### config.mk
export PLATFORM = sky130hd
export DESIGN_NAME = aiseq_top
export DESIGN_NICKNAME = d
export VERILOG_FILES = /design/src/hw/aiseq_pkg.sv /design/src/hw/aiseq_top.sv
export VERILOG_INCLUDE_DIRS = /design/src /design/src/hw
export SDC_FILE = /design/constraint.sdc
export NUM_CORES = 1
export LEC_CHECK = 0
export BUFFER_PORTS_ARGS = -buffer_cell sky130_fd_sc_hd__clkbuf_2
export CAP_MARGIN = 15
export CORE_MARGIN = 2
export CORE_UTILIZATION = 50
export CTS_CLUSTER_SIZE = 14
export DETAILED_ROUTE_END_ITERATION = 10
export PLACE_DENSITY = 0.66
export REMOVE_ABC_BUFFERS = 1
export SYNTH_ARGS = -nofsm -noshare
export SYNTH_HDL_FRONTEND = slang
export SYNTH_SLANG_ARGS = --single-unit
### constraint.sdc
create_clock -name clk -period 6.15 [get_ports clk]
set_input_delay 1.23 -clock clk [delete_from_list [all_inputs] [get_ports clk]]
set_output_delay 1.23 -clock clk [all_outputs]
set_load 0.005 [all_outputs]
### src/hw/aiseq_map.svh
// Purpose: Offsets, field positions, reset values and timing counts of the sequencer
// Assumes: 16-bit host bus, word addressing of the instruction store
// Notes: Definitions only
`ifndef AISEQ_MAP_SVH
`define AISEQ_MAP_SVH

// ----------------------------------------------------------------
// Host addresses (A4..A1)
// ----------------------------------------------------------------
`define AISEQ_ADDR_CFG 4'h8
`define AISEQ_ADDR_TMR 4'hb
`define AISEQ_ADDR_STAT 4'ha

// ----------------------------------------------------------------
// Configuration register fields
// ----------------------------------------------------------------
`define AISEQ_CFG_START 0
`define AISEQ_CFG_RESET 1
`define AISEQ_CFG_IOSEL 7
`define AISEQ_CFG_PTR_LO 8
`define AISEQ_CFG_RST_VAL 16'h0000

// ----------------------------------------------------------------
// First instruction section fields
// ----------------------------------------------------------------
`define AISEQ_I_LOOP 0
`define AISEQ_I_PAUSE 1
`define AISEQ_I_POS_LO 2
`define AISEQ_I_NEG_LO 5
`define AISEQ_I_SYNC 8
`define AISEQ_I_TIMER 9
`define AISEQ_I_RES8 10
`define AISEQ_I_WDOG 11
`define AISEQ_I_ACQ_LO 12

// ----------------------------------------------------------------
// Timing
// ----------------------------------------------------------------
`define AISEQ_ACQ_BASE_NS 16
`define AISEQ_CLK_NS 8
`define AISEQ_ACQ_BASE_CYC ((`AISEQ_ACQ_BASE_NS + `AISEQ_CLK_NS - 1) / `AISEQ_CLK_NS)

`endif

### src/hw/aiseq_pkg.sv
// Purpose: Types of the instruction sequencer
// Assumes: Constants live in aiseq_map.svh
// Notes: None
package aiseq_pkg;

    typedef enum logic [2:0] {
        AISEQ_IDLE = 3'b000,
        AISEQ_FETCH = 3'b001,
        AISEQ_HOLD = 3'b010,
        AISEQ_ACQ = 3'b011,
        AISEQ_SYNC = 3'b100,
        AISEQ_TIMER = 3'b101,
        AISEQ_CONV = 3'b110
    } aiseq_state_t;

    typedef struct packed {
        logic [3:0] acq_time;
        logic wdog;
        logic res8;
        logic timer;
        logic sync;
        logic [2:0] neg_sel;
        logic [2:0] pos_sel;
        logic pause;
        logic loop;
    } aiseq_instr_t;

    typedef struct packed {
        logic [2:0] pos_sel;
        logic [2:0] neg_sel;
        logic neg_gnd;
        logic res8;
        logic wdog;
        logic limit2;
    } aiseq_conv_t;

endpackage

### src/hw/aiseq_top.sv
// Purpose: Instruction store, sequencer and first-section decode of the converter
// Assumes: Host bus synchronous to clk; converter reports done with conv_done
// Notes: Contract list below
//
// Contract
// - Loop flag makes next fetch instruction zero
// - Pause halts before execute, clears start
// - Pause halt pulses pause interrupt source
// - Writing start one resumes after pause
// - After soft reset decode zero, await start
// - First instruction zero ignores pause flag
// - Wrap to zero, pause now halts
// - Bits 2-4 select non-inverting input
// - Bits 5-7 select inverting, 000 ground
// - Sync bit waits trigger rising edge
// - Watchdog sync needs two trigger edges
// - Timer bit waits down-counter zero, no conversion
// - Bit 10 picks 8 or 12 bit
// - Bit 11 picks two comparisons or conversion
// - 48-bit instructions, three sections via pointer
// - Bits 12-15 set acquisition time
`timescale 1ns/1ps
`include "aiseq_map.svh"

module aiseq_top #(
    parameter int DEPTH = 8
) (
    input wire logic clk, // Converter clock
    input wire logic rst_b, // Synchronous reset, active low
    input wire logic [3:0] bus_addr, // Word address A4..A1
    input wire logic bus_wr, // Write strobe
    input wire logic bus_rd, // Read strobe
    input wire logic [15:0] bus_wdata, // Write data
    output logic [15:0] bus_rdata, // Read data
    input wire logic sync_in, // Trigger pin level
    input wire logic conv_done, // Conversion or comparison finished
    output logic conv_go, // Start a conversion pulse
    output aiseq_pkg::aiseq_conv_t conv_cfg, // Settings of the running step
    output logic acq_active, // Sample-and-hold acquiring
    output logic pause_irq, // Pause interrupt source pulse
    output logic [2:0] seq_addr, // Instruction being executed
    output logic seq_running // Start bit state
);

    localparam int AW = $clog2(DEPTH);

    logic [15:0] ram_r [DEPTH][3];
    logic [15:0] cfg_r;
    logic [15:0] tmr_preset_r;
    logic [15:0] tmr_cnt_r;
    logic [AW-1:0] pc_r;
    logic first_r;
    logic paused_r;
    logic limit2_r;
    logic sync_d_r;
    logic [6:0] acq_cnt_r;
    aiseq_pkg::aiseq_state_t st_r;
    aiseq_pkg::aiseq_state_t st_nxt;

    // ----------------------------------------------------------------
    // Host decode
    // ----------------------------------------------------------------
    wire [1:0] ptr = cfg_r[`AISEQ_CFG_PTR_LO +: 2];
    wire ram_hit = (bus_addr[3] == 1'b0) && (int'(bus_addr[2:0]) < DEPTH) && (ptr != 2'b11);
    wire cfg_wr = bus_wr && (bus_addr == `AISEQ_ADDR_CFG);
    wire tmr_wr = bus_wr && (bus_addr == `AISEQ_ADDR_TMR);
    wire soft_rst = cfg_wr && bus_wdata[`AISEQ_CFG_RESET];
    wire start = cfg_r[`AISEQ_CFG_START];
    wire sync_rise = sync_in && !sync_d_r && !cfg_r[`AISEQ_CFG_IOSEL];
    aiseq_pkg::aiseq_instr_t ins;
    assign ins = ram_r[pc_r][0];
    wire last = ins.loop || (pc_r == AW'(DEPTH - 1));
    // Pause acts once per visit, so a later start write resumes
    wire pause_hit = (st_r == aiseq_pkg::AISEQ_HOLD) && ins.pause && !first_r &&
        !paused_r;
    wire [6:0] acq_len = 7'(`AISEQ_ACQ_BASE_CYC) + {1'b0, ins.acq_time, 2'b00};
    wire [15:0] rd_mux = (bus_addr == `AISEQ_ADDR_CFG) ? cfg_r :
        (bus_addr == `AISEQ_ADDR_TMR) ? tmr_preset_r :
        (bus_addr == `AISEQ_ADDR_STAT) ? {13'h0000, 3'(pc_r)} :
        ram_hit ? ram_r[bus_addr[AW-1:0]][ptr] : 16'h0000;

    // ----------------------------------------------------------------
    // Sequencer
    // ----------------------------------------------------------------
    always_comb begin
        st_nxt = st_r;
        unique case (st_r)
            aiseq_pkg::AISEQ_IDLE: st_nxt = aiseq_pkg::AISEQ_IDLE;
            aiseq_pkg::AISEQ_FETCH: st_nxt = aiseq_pkg::AISEQ_HOLD;
            aiseq_pkg::AISEQ_HOLD: begin
                if (start && !pause_hit) begin
                    st_nxt = ins.timer ? aiseq_pkg::AISEQ_TIMER : aiseq_pkg::AISEQ_ACQ;
                end
            end
            aiseq_pkg::AISEQ_TIMER: begin
                if (tmr_cnt_r == 16'h0000) begin
                    st_nxt = aiseq_pkg::AISEQ_FETCH;
                end
            end
            aiseq_pkg::AISEQ_ACQ: begin
                if (acq_cnt_r == 7'h00) begin
                    st_nxt = ins.sync ? aiseq_pkg::AISEQ_SYNC : aiseq_pkg::AISEQ_CONV;
                end
            end
            aiseq_pkg::AISEQ_SYNC: begin
                if (sync_rise) begin
                    st_nxt = aiseq_pkg::AISEQ_CONV;
                end
            end
            aiseq_pkg::AISEQ_CONV: begin
                if (conv_done) begin
                    if (ins.wdog && !limit2_r) begin
                        st_nxt = ins.sync ? aiseq_pkg::AISEQ_SYNC : aiseq_pkg::AISEQ_CONV;
                    end else begin
                        st_nxt = aiseq_pkg::AISEQ_FETCH;
                    end
                end
            end
            default: st_nxt = aiseq_pkg::AISEQ_IDLE;
        endcase
    end

    wire step_done = (st_r != aiseq_pkg::AISEQ_FETCH) && (st_nxt == aiseq_pkg::AISEQ_FETCH);
    wire go_nxt = (st_nxt == aiseq_pkg::AISEQ_CONV) &&
        ((st_r != aiseq_pkg::AISEQ_CONV) || conv_done);

    always_ff @(posedge clk) begin
        if (!rst_b) begin
            st_r <= aiseq_pkg::AISEQ_IDLE;
            pc_r <= '0;
            first_r <= 1'b1;
            paused_r <= 1'b0;
        end else if (soft_rst) begin
            st_r <= aiseq_pkg::AISEQ_FETCH;
            pc_r <= '0;
            first_r <= 1'b1;
            paused_r <= 1'b0;
        end else begin
            st_r <= st_nxt;
            if (pause_hit) begin
                paused_r <= 1'b1;
            end else if (step_done) begin
                paused_r <= 1'b0;
            end
            if (step_done) begin
                pc_r <= last ? '0 : pc_r + 1'b1;
                first_r <= 1'b0;
            end
        end
    end

    // Watchdog limit phase and trigger history
    always_ff @(posedge clk) begin
        if (!rst_b) begin
            limit2_r <= 1'b0;
            sync_d_r <= 1'b0;
        end else begin
            sync_d_r <= sync_in;
            if (st_r == aiseq_pkg::AISEQ_CONV && conv_done) begin
                limit2_r <= ins.wdog && !limit2_r;
            end else if (st_r == aiseq_pkg::AISEQ_FETCH) begin
                limit2_r <= 1'b0;
            end
        end
    end

    // Acquisition and timer counters
    always_ff @(posedge clk) begin
        if (!rst_b) begin
            acq_cnt_r <= 7'h00;
            tmr_cnt_r <= 16'h0000;
        end else begin
            acq_cnt_r <= (st_nxt == aiseq_pkg::AISEQ_ACQ && st_r != aiseq_pkg::AISEQ_ACQ) ?
                acq_len - 7'h01 : (acq_cnt_r != 7'h00 ? acq_cnt_r - 7'h01 : 7'h00);
            if (st_nxt == aiseq_pkg::AISEQ_TIMER && st_r != aiseq_pkg::AISEQ_TIMER) begin
                tmr_cnt_r <= tmr_preset_r;
            end else if (tmr_cnt_r != 16'h0000) begin
                tmr_cnt_r <= tmr_cnt_r - 16'h0001;
            end
        end
    end

    // ----------------------------------------------------------------
    // Host registers
    // ----------------------------------------------------------------
    always_ff @(posedge clk) begin
        if (!rst_b) begin
            cfg_r <= `AISEQ_CFG_RST_VAL;
            tmr_preset_r <= 16'h0000;
        end else begin
            if (cfg_wr) begin
                cfg_r <= bus_wdata & ~(16'h0001 << `AISEQ_CFG_RESET);
            end else if (pause_hit) begin
                cfg_r[`AISEQ_CFG_START] <= 1'b0;
            end
            if (tmr_wr) begin
                tmr_preset_r <= bus_wdata;
            end
        end
    end

    genvar gi;
    generate
        for (gi = 0; gi < DEPTH * 3; gi++) begin : g_ram
            always_ff @(posedge clk) begin
                if (bus_wr && ram_hit && bus_addr[AW-1:0] == AW'(gi / 3) &&
                    ptr == 2'(gi % 3)) begin
                    ram_r[gi / 3][gi % 3] <= bus_wdata;
                end
            end
        end
    endgenerate

    // ----------------------------------------------------------------
    // Outputs
    // ----------------------------------------------------------------
    always_ff @(posedge clk) begin
        if (!rst_b) begin
            bus_rdata <= 16'h0000;
            conv_go <= 1'b0;
            conv_cfg <= '0;
            acq_active <= 1'b0;
            pause_irq <= 1'b0;
            seq_addr <= 3'h0;
            seq_running <= 1'b0;
        end else begin
            bus_rdata <= bus_rd ? rd_mux : bus_rdata;
            conv_go <= go_nxt && !soft_rst;
            conv_cfg.pos_sel <= ins.pos_sel;
            conv_cfg.neg_sel <= ins.neg_sel;
            conv_cfg.neg_gnd <= (ins.neg_sel == 3'h0);
            conv_cfg.res8 <= ins.res8;
            conv_cfg.wdog <= ins.wdog;
            conv_cfg.limit2 <= (st_r == aiseq_pkg::AISEQ_CONV && conv_done) ?
                (ins.wdog && !limit2_r) : limit2_r;
            acq_active <= (st_nxt == aiseq_pkg::AISEQ_ACQ);
            pause_irq <= pause_hit && start;
            seq_addr <= 3'(pc_r);
            // Mirrors the start bit as it will stand after this edge
            seq_running <= cfg_wr ? bus_wdata[`AISEQ_CFG_START] : (start && !pause_hit);
        end
    end

endmodule

==> impl_metrics.toml, run 1 <==
[worst_setup_path]
end_kind = "flop"
cp-start-kind = "input port"
cp.required_ns = 6.61
worstRegToRegCells = 4
cp_data_arrival_time_ns = 4.15
crit_type = "input port to flop"
cp_max_fo = 60

[sta]
setup_viol = 0
worst_slew_pin_slew_ns = 1.17
maxSlewHeadroom = 0.220
rsz0062_at_grt = "false"
timing.fmax_mhz = 271
hold_viol = 0
period_share = 0.599
tns_ns = 0
whs_ns = 0.458
fin_skew_ns = 0.00842
final-max-slew-violation-count = 0
finalCriticalPeriod_ns = 3.69

[yosys]
async_reset_ff_frac = 0
yosysSeqAreaShare = 0.678
synth.distinct_cells = 70
syn_inst = 1199
syn_avg_cell_area_um2 = 16.7
synth_commonest_cells = "edfxtp_1 (384), mux4_2 (141), nand2_1 (120)"
synthesis.area_um2 = 20000
synth_most_common_cell = "edfxtp_1"
ys.flop_type = "edfxtp_1"
yosysTopAreaCell = "edfxtp_1"
synth_edf_count = 384
synth_top_cell_area_share = 0.578
yosys-top-cells-area = "edfxtp_1 (58%), mux4_2 (16%), dfxtp_1 (10%)"
yosysWarnings = 0
ys_ff_latch = 484

[power]
pwr-share-comb = 0.085
power.density_nw_per_um2 = 322
p_clk_frac = 0.412
leakagePower_nw = 7.47
seq_power_share = 0.503
switchingPower_mw = 1.65
p_int_mw = 5.60
p_sw_frac = 0.228
power_mw = 7.26
ir_worst_vdd_uv = 254

[die]
die_h_um = 204
boundaryPins = 59
die_w_um = 204
rows = 73
coreArea_um2 = 39500
fp.dieArea_um2 = 41500
start_util = 0.505

[place]
gp_congestion = 0.831
placedInstanceArea_um2 = 20900
hpwl_um = 30700
port-buffer-count = 58

[grt]
grt-ovfl-total = 0
grt_max_degree = 65
grtUsageTotal = 0.251
grt_pass1_wl_um = 74800
grt_pass1_vias = 11300
antenna_found_initial = 3

[clock_tree]
clk_pin_slew_ns = 0.07
ctsResizeCount = 0
clk_latency_ns = 0.58
post_cts_buffers = 0
numCtsBuffers = 49
htreeDepth = 2
cts_hold_buf = 0
root_buffer = "clkbuf_16"
cts_tree = "done"
clockBufferDepth = 3
cts_sinks = 484

[min_path]
hp-class = "flop to flop"
whs_path_depth = 2

[drt]
firstDrtPassIters = 5
postRouteAntennaNets = 0
via_per_inst = 6.22
totalWireLength_um = 51000
drc = 0
vias = 11400
drtIter0Drc = 1119
wire_per_inst_um = 27.8

[run_status]
status = "completed"

[layout]
drive_above_1_share = 0.270
postLayoutCellArea_um2 = 22600
area_growth_pct = 13.0
final_nets = 1298

[flow_run]
cap_viol_max_count = 0
==> flip-flops by register name, summed over array words and instances (netlist names), named ones only <==
register,cells
ram_r,384
bus_rdata,16
tmr_cnt_r,16
tmr_preset_r,16
cfg_r,15
conv_cfg,10
acq_cnt_r,7
pc_r,3
seq_addr,3
st_r,3
acq_active,1
conv_go,1
first_r,1
limit2_r,1
pause_irq,1
paused_r,1
seq_running,1
sync_d_r,1
==> area by class of cell <==
cell class | instances | area [um^2]
fill | 2975 | 17000
sequential | 484 | 13500
multi-input combinational | 617 | 6090
clock buffer | 71 | 1450
tap | 525 | 657
timing repair buffer | 93 | 574
clock inverter | 19 | 178
inverter | 23 | 86.3
antenna | 1 | 2.50
==> cells in the final DEF (no fill, tap or decap), types with 3 or more instances in the layout <==
cell / instances
nand3_1: 10
clkinvlp_4: 3
edfxtp_1: 384
inv_1: 22
or2_2: 3
nand2b_1: 8
clkbuf_2: 57
mux2_2: 6
mux4_2: 141
nor4_1: 3
clkbuf_8: 5
o21ai_0: 18
xor2_1: 7
buf_4: 35
and2_1: 6
mux2i_1: 48
nor2b_1: 7
nor2_1: 70
ha_1: 4
nand4b_1: 3
clkinv_2: 7
xnor2_1: 6
bufinv_16: 3
nor2_2: 14
nor3_1: 7
a221oi_1: 11
o22ai_1: 15
clkinv_1: 4
clkbuf_1: 12
clkbuf_16: 53
a31oi_1: 7
nand4_1: 4
dfxtp_1: 98
a21oi_1: 45
nand2_1: 120
and3_1: 4
==> worst max-delay path: stages <==
cell and delay, ns:
buf_4 0.68, buf_4 0.68, mux4_2 0.40, mux4_2 0.47
inv_1 0.10, o22ai_1 0.09, a221oi_1 0.34, nor2_1 0.08
==> per-layer routing <==
| metal | GRT usage | wire length, um |
|---|---|---|
| met1 | 0.346 | 20900 |
| met2 | 0.391 | 24000 |
| met3 | 0.0539 | 4330 |
| met4 | 0.107 | 1730 |
| met5 | 0 | 25 |
==> path summary, 6_finish.rpt <==
check,end,slack [ns],from
worst min register to register,cfg_r[11],0.46,cfg_r[11]
worst max-delay path,bus_rdata[6],2.46,bus_addr[1]
worst max register to register,ram_r[2][3],2.57,cfg_r[9]
worst min-delay path,cfg_r[11],0.46,cfg_r[11]
==> power groups by stage <==
stage,registers [mW],clock network (mW),logic [mW]
6_report,3.65,2.99,0.618
5_1_grt,3.65,3.16,0.688
4_1_cts,3.65,3.02,0.620
3_5_place_dp,3.71,0,0.616
3_3_place_gp,3.71,0,0.601
2_1_floorplan,3.70,0,0.397
==> per-stage QoR <==
stage               std cells  setup WS [ns]  utilization
global route             1832           2.37        0.571
global placement         1742           1.95        0.529
floorplan                1124           1.83            -
CTS                      1832           2.51        0.571
finish                   1833           2.46        0.571
detailed placement       1742           1.89        0.529
==> cell families (layout without fill, tap and decap cells) <==
kind of cell	Yosys count	count (layout)	synth area share
muxes	196	196	0.187
and+or+nand+nor	283	283	0.0674
adders and majority gates	4	4	0.00251
AOI/OAI and AO/OA	121	121	0.0390
buffers and inverters	98	206	0.0204
DFF	484	484	0.678
xor gates and xnor gates	13	13	0.00570
other	0	1	0
No activity file was read; power rests on OpenSTA's default activity.
==> run 2, diff against run 1 <==
ABC_AREA = 1   (was default)
PLACE_DENSITY = 0.69   (was 0.66)
clock period = 3.2 ns   (was 6.15 ns; I/O delays follow)
==> run 2 against run 1 <==
Net effect:
- clock power rose by 81%
- flip-flop and latch count did not move
- count of clock-buffer cells in the layout fell by 4
- synthesized area rose by 0.72%
- critical path depth rose by 5
- first-iteration DRC count rose by 68%
- die area rose by 0.70%
- via count rose by 31%
- critical path type is now flop to flop
- largest power group unchanged
- highest routed layer is now met4
==> impl_metrics.toml, run 2 <==
[run_status]
status = "completed"

[sta]
fin_ws_ns = 0.517
tns_ns = 0
timing.fmax_mhz = 373
hold_viol = 0
maxSlewHeadroom = 0.378
finalCriticalPeriod_ns = 2.68
fin_skew_ns = 0.0225
worst_slew_pin_slew_ns = 0.930
setup_viol = 0
final-max-slew-violation-count = 0
rsz0062_at_grt = "false"
period_share = 0.838

[layout]
nFillCells = 3237
area_growth_pct = 13.7
drive_above_1_share = 0.123
mostFrequentLayoutCells = "nand2_1 (456), edfxtp_1 (384), nor2_1 (116)"
final_cells = 2517
final_nets = 1982
final_util = 0.576
largest_register = "ram_r"
largest_reg_flops = 384
mostFrequentLayoutCell = "nand2_1"

[drt]
drtIter0Drc = 1885
wire_per_inst_um = 22.3
postRouteAntennaNets = 0
via_per_inst = 5.92
drc = 0
vias = 14900
totalWireLength_um = 56000
firstDrtPassIters = 8

[power]
p_clk_frac = 0.390
p_sw_frac = 0.244
p_int_mw = 10.5
ir_worst_vdd_uv = 419
power_mw = 13.8
leakagePower_nw = 8.19
pwr-share-comb = 0.103
power.density_nw_per_um2 = 606
switchingPower_mw = 3.38
seq_power_share = 0.507

[worst_setup_path]
reg2reg_slack_ns = 0.52
worstRegToRegCells = 13
cp.required_ns = 3.68
crit_end = "pc_r[0]"
cp-start-kind = "flop"
crit_type = "flop to flop"
cp_max_fo = 38
end_kind = "flop"
r2r_end = "pc_r[0]"
cp_data_arrival_time_ns = 3.17

[die]
coreArea_um2 = 39700
start_util = 0.506
rows = 73
boundaryPins = 59
fp.dieArea_um2 = 41800
die_h_um = 205
die_w_um = 205

[clock_tree]
cts_tree = "done"
clockBufferDepth = 3
root_buffer = "clkbuf_16"
clk_latency_ns = 0.59
ctsResizeCount = 0
cts_hold_buf = 0
cts_sinks = 484
post_cts_buffers = 0
numCtsBuffers = 49
htreeDepth = 2
clk_pin_slew_ns = 0.06

[place]
gp_congestion = 0.874
placed_cells = 2426
hpwl_um = 34200
port-buffer-count = 58
post-place-ws_ns = 0.483

[yosys]
async_reset_ff_frac = 0
ys.flop_type = "edfxtp_1"
syn_inst = 1876
syn_avg_cell_area_um2 = 10.7
ys_ff_latch = 484
yosysWarnings = 0
synth_most_common_cell = "nand2_1"
yosysSeqAreaShare = 0.673
synth_edf_count = 384
yosysTopAreaCell = "edfxtp_1"
yosys-top-cells-area = "edfxtp_1 (57%), dfxtp_1 (10%), nand2_1 (8.5%)"
synthesis.area_um2 = 20100
synth.distinct_cells = 44
synth_commonest_cells = "nand2_1 (456), edfxtp_1 (384), nor2_1 (134)"
synth_top_cell_area_share = 0.573

[grt]
grt_max_degree = 58
grt-ovfl-total = 0
grtUsageTotal = 0.270
grt_pass1_vias = 14200
antenna_found_initial = 1
grt_pass1_wl_um = 84500

[min_path]
whs_path_depth = 3
hp-class = "input port to flop"

[flow_run]
cap_viol_max_count = 0
-- run 2: routing by layer --
| layer | wire, um | global-route usage |
|---|---|---|
| met1 | 22300 | 0.370 |
| met4 | 2510 | 0.128 |
| met2 | 25600 | 0.419 |
| met3 | 5590 | 0.0480 |
| met5 | 0 | 0 |
-- run 2: worst min path at each step --
stage | slack, ns | endpoint | startpoint
6_report | 0.31 | sync_d_r | sync_in
5_1_grt | 0.32 | sync_d_r | sync_in
4_1_cts | 0.30 | sync_d_r | sync_in
3_5_place_dp | 0.44 | first_r | first_r
3_3_place_gp | 0.44 | cfg_r[6] | cfg_r[6]
2_1_floorplan | 0.42 | first_r | first_r
-- run 2: worst max-delay path: stages, from the launching register on --
cell     delay [ns]
dfxtp_2        0.33
buf_4          0.39
buf_4          0.40
nand2_1        0.09
nand3_1        0.09
nand3_1        0.19
and2_1         0.23
nand2_1        0.08
nand2_1        0.09
nand3_2        0.18
nand3_2        0.17
nand2_1        0.10
nand2_1        0.05
nor2_1         0.16
-- run 2: final cells by class --
cell class,instances,area [um^2],share of cell area
multi-input combinational,1171,5730,0.250
tap,525,657,0.0287
clock buffer,67,1400,0.0613
inverter,119,448,0.0196
clock inverter,22,104,0.00454
timing repair buffer,127,996,0.0435
antenna,2,5.00,0.000219
sequential,484,13500,0.592
-- run 2: cell families (layout without fill, tap and decap cells) --
logic type | Yosys count | count (layout) | share of synthesized area
AO/OA/AOI/OAI | 324 | 324 | 0.0931
XOR/XNOR | 12 | 12 | 0.00523
adder cells (fa/ha/maj) | 4 | 4 | 0.00249
buffers and inverters | 221 | 335 | 0.0450
flip-flops | 484 | 484 | 0.673
other | 0 | 2 | 0
AND/OR/NAND/NOR | 831 | 831 | 0.181
-- run 2: power groups by stage --
stage               Combinational [mW]  Clock [mW]  Sequential (mW)
finish                            1.43        5.40             7.02
floorplan                        0.931           0             7.13
CTS                               1.43        5.44             7.02
detailed placement                1.41           0             7.16
global placement                  1.39           0             7.15
global route                      1.60        5.70             7.04
-- run 2: per-stage QoR --
| stage | area [um^2] | hold slack [ns] |
|---|---|---|
| global route | 22900 | 0.318 |
| global placement | 21400 | 0.438 |
| finish | 22900 | 0.307 |
| floorplan | 19700 | 0.420 |
| CTS | 22900 | 0.295 |
| detailed placement | 21400 | 0.440 |
